`config.mk`:
```
export PLATFORM = sky130hd
export DESIGN_NAME = prq_query_table
export DESIGN_NICKNAME = d
export VERILOG_FILES = /design/src/hdl/prq_pkg.sv /design/src/hdl/prq_query_table.sv
export VERILOG_INCLUDE_DIRS = /design/src /design/src/hdl
export SDC_FILE = /design/constraint.sdc
export NUM_CORES = 1
export LEC_CHECK = 0
export BUFFER_PORTS_ARGS = -buffer_cell sky130_fd_sc_hd__buf_4
export CORE_MARGIN = 2
export CORE_UTILIZATION = 40
export CTS_CLUSTER_DIAMETER = 200
export DETAILED_ROUTE_END_ITERATION = 10
export PLACE_DENSITY = 0.84
export SLEW_MARGIN = 10
export SYNTH_ARGS = -nofsm -noshare
export SYNTH_HDL_FRONTEND = slang
export SYNTH_SLANG_ARGS = --single-unit
```
`constraint.sdc`:
```
create_clock -name aclk -period 7.5 [get_ports aclk]
set_input_delay 1.5 -clock aclk [delete_from_list [all_inputs] [get_ports aclk]]
set_output_delay 1.5 -clock aclk [all_outputs]
set_load 0.02 [all_outputs]
```
`src/hdl/prq_defs.svh`:
```
// Offsets, field positions and fixed contents of the partition region query table.
`ifndef PRQ_DEFS_SVH
`define PRQ_DEFS_SVH

// Query location indices; the bus byte address of a location is four times its index.
`define PRQ_IDX_REGION_LEN 12'h12E
`define PRQ_IDX_PART_COUNT 12'h130
`define PRQ_IDX_OP_LIMITS 12'h132
`define PRQ_IDX_OPS_PROG 12'h133
`define PRQ_IDX_OPS_ERASE 12'h134
`define PRQ_IDX_ERASE_TYPES 12'h135
`define PRQ_IDX_BLK1_GEOM 12'h136
`define PRQ_IDX_ENDURANCE 12'h13A
`define PRQ_IDX_CELL_BITS 12'h13C
`define PRQ_IDX_ACCESS_MODES 12'h13D
`define PRQ_IDX_PROG_LAYOUT 12'h13E
`define PRQ_IDX_LAST 12'h143

// Number of query locations held by each multi-location field.
`define PRQ_LEN_REGION_LEN 12'h002
`define PRQ_LEN_PART_COUNT 12'h002
`define PRQ_LEN_BLK1_GEOM 12'h004
`define PRQ_LEN_ENDURANCE 12'h002
`define PRQ_LEN_PROG_LAYOUT 12'h006

// Field positions inside the fields.
`define PRQ_NIB_PROG_LSB 0
`define PRQ_NIB_ERASE_LSB 4
`define PRQ_GEOM_COUNT_LSB 0
`define PRQ_GEOM_SIZE_LSB 16
`define PRQ_CELL_BITS_LSB 0
`define PRQ_CELL_ECC_BIT 4
`define PRQ_MODE_PAGE_RD_BIT 0
`define PRQ_MODE_SYNC_RD_BIT 1
`define PRQ_MODE_SYNC_WR_BIT 2
`define PRQ_LAYOUT_ALIGN_LSB 0
`define PRQ_LAYOUT_LEGACY_LO_BIT 15
`define PRQ_LAYOUT_VALID_LSB 16
`define PRQ_LAYOUT_INVALID_LSB 32
`define PRQ_LAYOUT_LEGACY_HI_BIT 47

// Fixed contents for a uniformly blocked part.
`define PRQ_VAL_REGION_LEN 16'h0014
`define PRQ_VAL_PART_COUNT 16'h0001
`define PRQ_VAL_OP_LIMITS 8'h11
`define PRQ_VAL_OPS_PROG 8'h00
`define PRQ_VAL_OPS_ERASE 8'h00
`define PRQ_VAL_ERASE_TYPES 8'h01
`define PRQ_VAL_BLK1_GEOM 32'h020001FF
`define PRQ_VAL_ENDURANCE 16'h0064
`define PRQ_VAL_CELL_BITS 8'h02
`define PRQ_VAL_ACCESS_MODES 8'h03
`define PRQ_VAL_PROG_LAYOUT 48'h000000008000

// Bus address width and response codes.
`define PRQ_ADDR_W 12
`define PRQ_RESP_OKAY 2'h0
`define PRQ_RESP_SLVERR 2'h2

`endif

```
`src/hdl/prq_pkg.sv`:
```
// Types shared by the partition region query table.
`include "prq_defs.svh"

package prq_pkg;

   typedef struct packed {
      logic awready;
      logic wready;
      logic aw_got;
      logic w_got;
      logic [`PRQ_ADDR_W-1:0] waddr;
      logic bvalid;
      logic [1:0] bresp;
      logic arready;
      logic rvalid;
      logic [31:0] rdata;
      logic [1:0] rresp;
   } prq_state_t;

   typedef struct packed {
      logic hit;
      logic [7:0] data;
   } prq_lookup_t;

endpackage

```
`src/hdl/prq_query_table.sv`:
```
// AXI4-Lite read-only query table describing the first partition region.
//
// Chosen here: the AXI4-Lite register port.
`timescale 1ns/1ps
`include "prq_defs.svh"

module prq_query_table
   import prq_pkg::*;
#(
   parameter logic [15:0] REGION_LEN = `PRQ_VAL_REGION_LEN,
   parameter logic [15:0] PART_COUNT = `PRQ_VAL_PART_COUNT,
   parameter logic [7:0] OP_LIMITS = `PRQ_VAL_OP_LIMITS,
   parameter logic [7:0] OPS_PROG = `PRQ_VAL_OPS_PROG,
   parameter logic [7:0] OPS_ERASE = `PRQ_VAL_OPS_ERASE,
   parameter logic [7:0] ERASE_TYPES = `PRQ_VAL_ERASE_TYPES,
   parameter logic [31:0] BLK1_GEOM = `PRQ_VAL_BLK1_GEOM,
   parameter logic [15:0] ENDURANCE = `PRQ_VAL_ENDURANCE,
   parameter logic [7:0] CELL_BITS = `PRQ_VAL_CELL_BITS,
   parameter logic [7:0] ACCESS_MODES = `PRQ_VAL_ACCESS_MODES,
   parameter logic [47:0] PROG_LAYOUT = `PRQ_VAL_PROG_LAYOUT
) (
   input wire logic aclk, // System clock.
   input wire logic aresetn, // Synchronous reset, active low.
   input wire logic [`PRQ_ADDR_W-1:0] s_axi_awaddr, // Write byte address.
   input wire logic s_axi_awvalid, // Write address valid.
   output logic s_axi_awready, // Write address taken.
   input wire logic [31:0] s_axi_wdata, // Write data, discarded.
   input wire logic [3:0] s_axi_wstrb, // Write strobes, discarded.
   input wire logic s_axi_wvalid, // Write data valid.
   output logic s_axi_wready, // Write data taken.
   output logic [1:0] s_axi_bresp, // Write response code.
   output logic s_axi_bvalid, // Write response valid.
   input wire logic s_axi_bready, // Write response accepted.
   input wire logic [`PRQ_ADDR_W-1:0] s_axi_araddr, // Read byte address.
   input wire logic s_axi_arvalid, // Read address valid.
   output logic s_axi_arready, // Read address taken.
   output logic [31:0] s_axi_rdata, // Read data, query byte in bits 7:0.
   output logic [1:0] s_axi_rresp, // Read response code.
   output logic s_axi_rvalid, // Read data valid.
   input wire logic s_axi_rready // Read data accepted.
);

   prq_state_t q;
   prq_state_t n;

   // Number of query locations held in the array and the width of a slot number.
   localparam int ROM_DEPTH = int'(`PRQ_IDX_LAST - `PRQ_IDX_REGION_LEN) + 1;
   localparam int SLOT_W = $clog2(ROM_DEPTH);

   logic [7:0] rom [ROM_DEPTH];

   // Picks one byte of a multi-location field; the lowest location holds the low byte.
   function automatic logic [7:0] field_byte(input logic [47:0] val, input logic [2:0] pos);
      logic [47:0] sh;
      sh = val >> {pos, 3'h0};
      return sh[7:0];
   endfunction

   // True when a location index falls inside a field of the given base and length.
   function automatic logic in_field(input logic [`PRQ_ADDR_W-1:0] idx,
                                     input logic [`PRQ_ADDR_W-1:0] base,
                                     input logic [`PRQ_ADDR_W-1:0] len);
      return (idx >= base) && (idx < base + len);
   endfunction

   // Fixed content of one slot of the array, worked out from the content parameters.
   function automatic logic [7:0] rom_byte(input int unsigned slot);
      prq_lookup_t r;
      logic [`PRQ_ADDR_W-1:0] idx;
      logic [`PRQ_ADDR_W-1:0] off;
      r.hit = 1'b1;
      r.data = 8'h00;
      idx = 12'(`PRQ_IDX_REGION_LEN + slot);
      off = 12'h000;
      if (in_field(idx, `PRQ_IDX_REGION_LEN, `PRQ_LEN_REGION_LEN)) begin
         off = idx - `PRQ_IDX_REGION_LEN;
         r.data = field_byte({32'h0, REGION_LEN}, off[2:0]);
      end else if (in_field(idx, `PRQ_IDX_PART_COUNT, `PRQ_LEN_PART_COUNT)) begin
         off = idx - `PRQ_IDX_PART_COUNT;
         r.data = field_byte({32'h0, PART_COUNT}, off[2:0]);
      end else if (idx == `PRQ_IDX_OP_LIMITS) begin
         r.data = OP_LIMITS;
      end else if (idx == `PRQ_IDX_OPS_PROG) begin
         r.data = OPS_PROG;
      end else if (idx == `PRQ_IDX_OPS_ERASE) begin
         r.data = OPS_ERASE;
      end else if (idx == `PRQ_IDX_ERASE_TYPES) begin
         r.data = ERASE_TYPES;
      end else if (in_field(idx, `PRQ_IDX_BLK1_GEOM, `PRQ_LEN_BLK1_GEOM)) begin
         off = idx - `PRQ_IDX_BLK1_GEOM;
         r.data = field_byte({16'h0, BLK1_GEOM}, off[2:0]);
      end else if (in_field(idx, `PRQ_IDX_ENDURANCE, `PRQ_LEN_ENDURANCE)) begin
         off = idx - `PRQ_IDX_ENDURANCE;
         r.data = field_byte({32'h0, ENDURANCE}, off[2:0]);
      end else if (idx == `PRQ_IDX_CELL_BITS) begin
         // Reserved bits 7:5 always read as zero.
         r.data = {3'h0, CELL_BITS[4:0]};
      end else if (idx == `PRQ_IDX_ACCESS_MODES) begin
         r.data = {5'h00, ACCESS_MODES[2:0]};
      end else if (in_field(idx, `PRQ_IDX_PROG_LAYOUT, `PRQ_LEN_PROG_LAYOUT)) begin
         off = idx - `PRQ_IDX_PROG_LAYOUT;
         // The legacy flags are reported as stored; it is the host that ignores the sizes.
         r.data = field_byte(PROG_LAYOUT, off[2:0]);
      end else begin
         r.hit = 1'b0;
      end
      return r.data;
   endfunction

   // Every entry is a constant, so the array costs no flip-flops.
   for (genvar i = 0; i < ROM_DEPTH; i++) begin : g_rom
      assign rom[i] = rom_byte(i);
   end

   // True for an aligned byte address that lands on a query location.
   function automatic logic is_mapped(input logic [`PRQ_ADDR_W-1:0] addr);
      logic [`PRQ_ADDR_W-1:0] idx;
      idx = {2'h0, addr[`PRQ_ADDR_W-1:2]};
      return (addr[1:0] == 2'h0) && (idx >= `PRQ_IDX_REGION_LEN) && (idx <= `PRQ_IDX_LAST);
   endfunction

   // Slot of a byte address in the array; an unmapped address falls back to slot zero.
   function automatic logic [SLOT_W-1:0] slot_of(input logic [`PRQ_ADDR_W-1:0] addr);
      logic [`PRQ_ADDR_W-1:0] pos;
      pos = {2'h0, addr[`PRQ_ADDR_W-1:2]} - `PRQ_IDX_REGION_LEN;
      return is_mapped(addr) ? pos[SLOT_W-1:0] : '0;
   endfunction

   // Decodes a byte address into its response flag and query byte; shared by both paths.
   function automatic prq_lookup_t lookup(input logic [`PRQ_ADDR_W-1:0] addr);
      prq_lookup_t r;
      r.hit = is_mapped(addr);
      r.data = r.hit ? rom[slot_of(addr)] : 8'h00;
      return r;
   endfunction

   prq_lookup_t wr_lk;
   prq_lookup_t rd_lk;

   always_comb begin
      wr_lk = lookup(q.waddr);
      rd_lk = lookup(s_axi_araddr);
      n = q;
      // Write path: address and data may arrive in either order or together.
      if (s_axi_awvalid && q.awready) begin
         n.aw_got = 1'b1;
         n.waddr = s_axi_awaddr;
      end
      if (s_axi_wvalid && q.wready) begin
         n.w_got = 1'b1;
      end
      if (q.bvalid && s_axi_bready) begin
         n.bvalid = 1'b0;
      end
      if (n.aw_got && n.w_got && !n.bvalid) begin
         // Data never reaches storage; a mapped location just answers OKAY.
         wr_lk = lookup(n.waddr);
         n.bvalid = 1'b1;
         n.bresp = wr_lk.hit ? `PRQ_RESP_OKAY : `PRQ_RESP_SLVERR;
         n.aw_got = 1'b0;
         n.w_got = 1'b0;
      end
      // Each channel is closed while its half is held or a response is pending.
      n.awready = !n.aw_got && !n.bvalid;
      n.wready = !n.w_got && !n.bvalid;
      // Read path: one read in flight, answered the cycle after the address is taken.
      if (q.rvalid && s_axi_rready) begin
         n.rvalid = 1'b0;
      end
      if (s_axi_arvalid && q.arready) begin
         n.rvalid = 1'b1;
         n.rdata = {24'h000000, rd_lk.data};
         n.rresp = rd_lk.hit ? `PRQ_RESP_OKAY : `PRQ_RESP_SLVERR;
      end
      n.arready = !n.rvalid;
   end

   always_ff @(posedge aclk) begin
      if (!aresetn) begin
         q <= '{awready: 1'b1, wready: 1'b1, aw_got: 1'b0, w_got: 1'b0,
                waddr: 12'h000, bvalid: 1'b0, bresp: 2'h0, arready: 1'b1,
                rvalid: 1'b0, rdata: 32'h00000000, rresp: 2'h0};
      end else begin
         q <= n;
      end
   end

   assign s_axi_awready = q.awready;
   assign s_axi_wready = q.wready;
   assign s_axi_bvalid = q.bvalid;
   assign s_axi_bresp = q.bresp;
   assign s_axi_arready = q.arready;
   assign s_axi_rvalid = q.rvalid;
   assign s_axi_rdata = q.rdata;
   assign s_axi_rresp = q.rresp;

endmodule

```
Word level (Yosys, flattened, before mapping):

Memories as Yosys holds them, arrays and structs flattened.
Index checks and enable logic that the tools add are counted.

* add/subtract/negate cells: 1
* order comparisons: 5
* mux-type cells: 14
* bitwise gates (word level): 1
* reductions and logical operators: 20

Operator list (number)
* 35-bit two-way mux: 1
* 8-bit two-way mux: 3
* 10-bit by 9-bit >= comparator with 1-bit output (second input constant): 2
* 10-bit by 9-bit <= comparator with 1-bit output (second input constant): 2
* 1-bit logical AND: 13
* 12-bit two-way mux: 1
* 6-bit >= comparator (second input constant): 1
* 2-bit two-way mux: 3
* 5-bit NOT with 6-bit output: 1
* 1-bit logical NOT: 5
* 5-bit two-way mux: 1
* 5-bit by 4-bit subtractor with 5-bit output (second input constant): 1
* 2-bit logical NOT: 2
* 1-bit two-way mux: 4
* 3-bit two-way mux: 1

* register bits after elaboration: 31
* ROM bits: 256
* output and inout bits: 41
* memories: 1

Memory list
* (no name shown): depth 32, bits a word 8, rd ports 1, clocked after memory_dff 0, wr ports 0, line prq_query_table.sv:133 `r.data = r.hit ? rom[slot_of(addr)] : 8'h00;`

Longest topological paths before layout:

* depth after elaboration: 11
* mapped depth: 9
* mapped depth without buffers: 9

Worst setup path before layout:

Ideal clock, no wire load.

* path type: in2reg
* from: input s_axi_araddr[5]
* to: register q (netlist bit s_axi_rdata[0])
* library setup time: 118 ps
* data arrival time: 3253 ps
* required time: 7382 ps
* setup slack: 4129 ps
* cell stages on the path: 9
* path through: nor4b_2 o2111ai_2 and2b_2 nand2b_1 ha_1 inv_1 mux4_2 a22oi_1 nor2b_1

* longest elaborated chain between the ends: 9

Ends and longest elaborated chain
* start, declared: line prq_query_table.sv:34 `` input wire logic [`PRQ_ADDR_W-1:0] s_axi_araddr, ``
* 10-bit by 9-bit >= comparator with 1-bit output (no line)
* 1-bit logical AND (2 in a row): line prq_query_table.sv:119 `` return (addr[1:0] == 2'h0) && (idx >= `PRQ_IDX_REGION_LEN) && (idx <= `PRQ_IDX_LAST); ``
* 5-bit two-way mux: line prq_query_table.sv:126 `return is_mapped(addr) ? pos[SLOT_W-1:0] : '0;`
* 5-bit NOT with 6-bit output (not written as such): line prq_query_table.sv:133
* memory 32 x 8 bit
* 8-bit two-way mux (not written as such) (2 in a row): line prq_query_table.sv:133
* 8-bit two-way mux (*): line prq_query_table.sv:133
* end signal, assigned: line prq_query_table.sv:180 `q <= '{awready: 1'b1, wready: 1'b1, aw_got: 1'b0, w_got: 1'b0,`
* end signal, assigned: line prq_query_table.sv:184 `q <= n;`
* end, declared: line prq_query_table.sv:43 `prq_state_t q;`

Every way passes the cells marked *; elsewhere a longest branch is shown, timed or not. The select of a mux whose other input is x is not followed.
A chain may end at the register's enable or synchronous reset.

Worst setup path in the final report:

Ends and elaborated chain as after synthesis.

==> impl_metrics.csv <==
group,metric,value,unit
sta,hold_slack,0.465,ns
floorplanning,die-height,67.5,µm
final_layout,area_growth,14.6,%
global_route,grt_pass1_vias,1113,
drt,drcViolationCount,0,
sta,finalSetupViolations,0,
cts,path_clk_slew,0.09,ns
power_and_ir_drop,power.leakage,0.000831,µW
sta,drv_slew,0,
cts,cts_hold_buf,0,
cts,cts_buffers,3,
final_layout,mostFrequentLayoutCells,"buf_4 (44), nand2_1 (35), dfxtp_1 (27)",
sta,fmax,294,MHz
worst_setup_path,criticalPathCategory,"in -> reg",
final_layout,regArea,541,µm²
final_layout,multiInputGateArea,845,µm²
sta,finalHoldViolCount,0,
placement,io_buffers,44,
worst_setup_path,critPathCaptureType,"flip-flop",
floorplanning,die_x,67.5,µm
logic_synthesis,seq_area_frac_synth,0.336,
placement,dp_hpwl,2310,µm
logic_synthesis,synthAdderAreaFrac,0.0389,
drt,first_iter_violations,51,
final_layout,drive_gt1_frac,0.244,
final_layout,diodes,0,
final_layout,final_util,0.468,
logic_synthesis,synth_xor_area_frac,0.0109,
global_route,grt_first_pass_wirelength,4560,µm
sta,layout_worst_path_cycle_share,0.454,
logic_synthesis,syn_area_per_cell,8.26,µm²
final_layout,fillers,382,
drt,vias,1292,
logic_synthesis,ys_warn_count,0,
worst_setup_path,crit_fanout,5,
sta,rsz0062_at_grt,"false",
logic_synthesis,synth.distinct_cells,37,
sta,min_period,3.40,ns
floorplanning,core,0.00394,mm²
drt,wl_per_cell,10.4,µm
drt,totalWireLength,2870,µm
cts,cts_max_path_buffers,2,
min_path,hold_depth,2,
worst_setup_path,required,7.66,ns
sta,setup_tns,0,ns
logic_synthesis,synth_top_family_by_area,"simple AND/OR/NAND/NOR gates",
cts,clkSinkCount,27,
worst_setup_path,arrival,3.57,ns
floorplanning,start_util,0.408,
drt,viasPerCell,4.70,
global_route,grt-ovfl-total,0,
sta,fin_skew,0.00539,ns
global_route,grt_usage,0.129,
outcome,status,"complete, no violations",
power_and_ir_drop,ir_worst_vdd,62.0,µV
worst_setup_path,worst_setup_path_start_kind,"input port",
final_layout,nets,298,
placement,place_congestion,0.764,
cts,cts_resized,0,
flow_run,cap_violations,0,
cts,cts_setup_buffers,0,
logic_synthesis,synth-simple-area-share,0.214,
global_route,antenna_found_initial,0,
final_layout,final_common_cell,"buf_4",
global_route,grt_max_degree,29,
cts,clockRootBuffer,"clkbuf_8",
power_and_ir_drop,p_per_area,165,mW/mm²
floorplanning,die-area,0.00455,mm²
floorplanning,num_io_pins,108,
logic_synthesis,synth-seq-cells,27,
drt,detail-route-antenna-nets,0,
cts,cts_tree,"built",
power_and_ir_drop,total_power,304,µW
logic_synthesis,synth_compound_area_frac,0.179,
logic_synthesis,synth.area.mux_share,0.0202,
logic_synthesis,synth_cells,195,
cts,cts_max_level,1,
drt,first_pass_iters,4,
worst_setup_path,ff2ff_path_depth,4,
cts,clk-insertion-delay-late,0.27,ns
min_path,min_path_type,"reg -> reg",
floorplanning,rows,23,
logic_synthesis,netlist_area,0.00161,mm²
cells in the mapped netlist:
cell type	count	area, µm²
nand2b_1	8	50.1
a2111oi_4	1	27.5
a21boi_0	11	82.6
o21ai_0	10	50.1
dfxtp_1	27	541
conb_1	1	3.75
nor3b_1	1	7.51
nand2_2	1	6.26
nor4b_2	1	15.0
a31o_2	2	17.5
ha_1	5	62.6
xor2_1	1	8.76
a31oi_1	2	12.5
nand2_1	35	131
nor4_1	2	12.5
o22ai_1	1	6.26
o31ai_1	2	15.0
and3_1	2	12.5
nor3_1	2	10.0
xnor2_1	1	8.76
nor2b_1	5	31.3
a22oi_1	1	7.51
nor2_1	3	11.3
clkbuf_1	7	26.3
o2111ai_2	1	15.0
nand4_1	2	12.5
mux4_2	1	22.5
and2_1	2	12.5
nand3_1	3	15.0
a21oi_1	6	30.0
mux2i_1	1	10.0
nand4b_1	1	8.76
a21o_1	1	7.51
inv_1	6	22.5
a32oi_1	2	17.5
and2b_2	1	8.76
buf_4	36	270
flip-flops by register name (all words and copies together) (netlist names):
signal and count:
s_axi_wready 1, s_axi_arready 1, s_axi_bvalid 1, s_axi_rresp 1, q 13, s_axi_bresp 1, s_axi_awready 1, s_axi_rvalid 1
s_axi_rdata 7
report_power, final:
group	internal, µW	switching, µW	total, µW
Clock	38.0	41.5	79.5
Sequential	151	4.85	156
Combinational	27.5	41.0	68.4
Total	217	87.4	304
logic make-up after synthesis:
logic type,after synthesis
simple gates,69
compound gates,40
buf+inv,49
fa+ha+maj,5
flops,27
xor+xnor,2
other cells,1
mux,2
per-layer routing:
metal | GRT usage | up-vias | routed length (µm)
met5 | 0 | - | 0
met4 | 0.0587 | 0 | 39
met3 | 0.0233 | 4 | 152
met2 | 0.226 | 37 | 1500
met1 | 0.152 | 596 | 1180
li1 | - | 655 | -
area by class of cell:
| class | count | share of cell area |
|---|---|---|
| timing repair buffer | 44 | 0.179 |
| inverter | 6 | 0.0122 |
| sequential | 27 | 0.293 |
| clock buffer | 4 | 0.0244 |
| multi-input combinational | 144 | 0.458 |
| tap | 50 | 0.0339 |
worst max-delay path: stages:
cell and delay, ns:
buf_4 0.14, nor4b_2 0.29, o2111ai_2 0.18, and2b_2 0.29, nand2_1 0.10, ha_1 0.31, inv_1 0.04, mux4_2 0.46
a22oi_1 0.18, nor2b_1 0.06
final timing paths:
kind	slack, ns	start	endpoint
min	0.47	q[40]	q[40]
min reg2reg	0.47	q[40]	q[40]
max reg2reg	5.94	s_axi_arready	s_axi_rdata[7]
max	4.10	s_axi_araddr[5]	s_axi_rdata[0]
per-stage QoR:
| stage | area, µm² | std cells | setup slack, ns |
|---|---|---|---|
| 4_1_cts | 1850 | 275 | 4.10 |
| 3_3_place_gp | 1800 | 271 | 3.86 |
| 6_report | 1850 | 275 | 4.10 |
| 3_5_place_dp | 1800 | 271 | 3.82 |
| 2_1_floorplan | 1700 | 220 | 4.13 |
| 5_1_grt | 1850 | 275 | 4.01 |
Power figures use the tool's default switching activity.
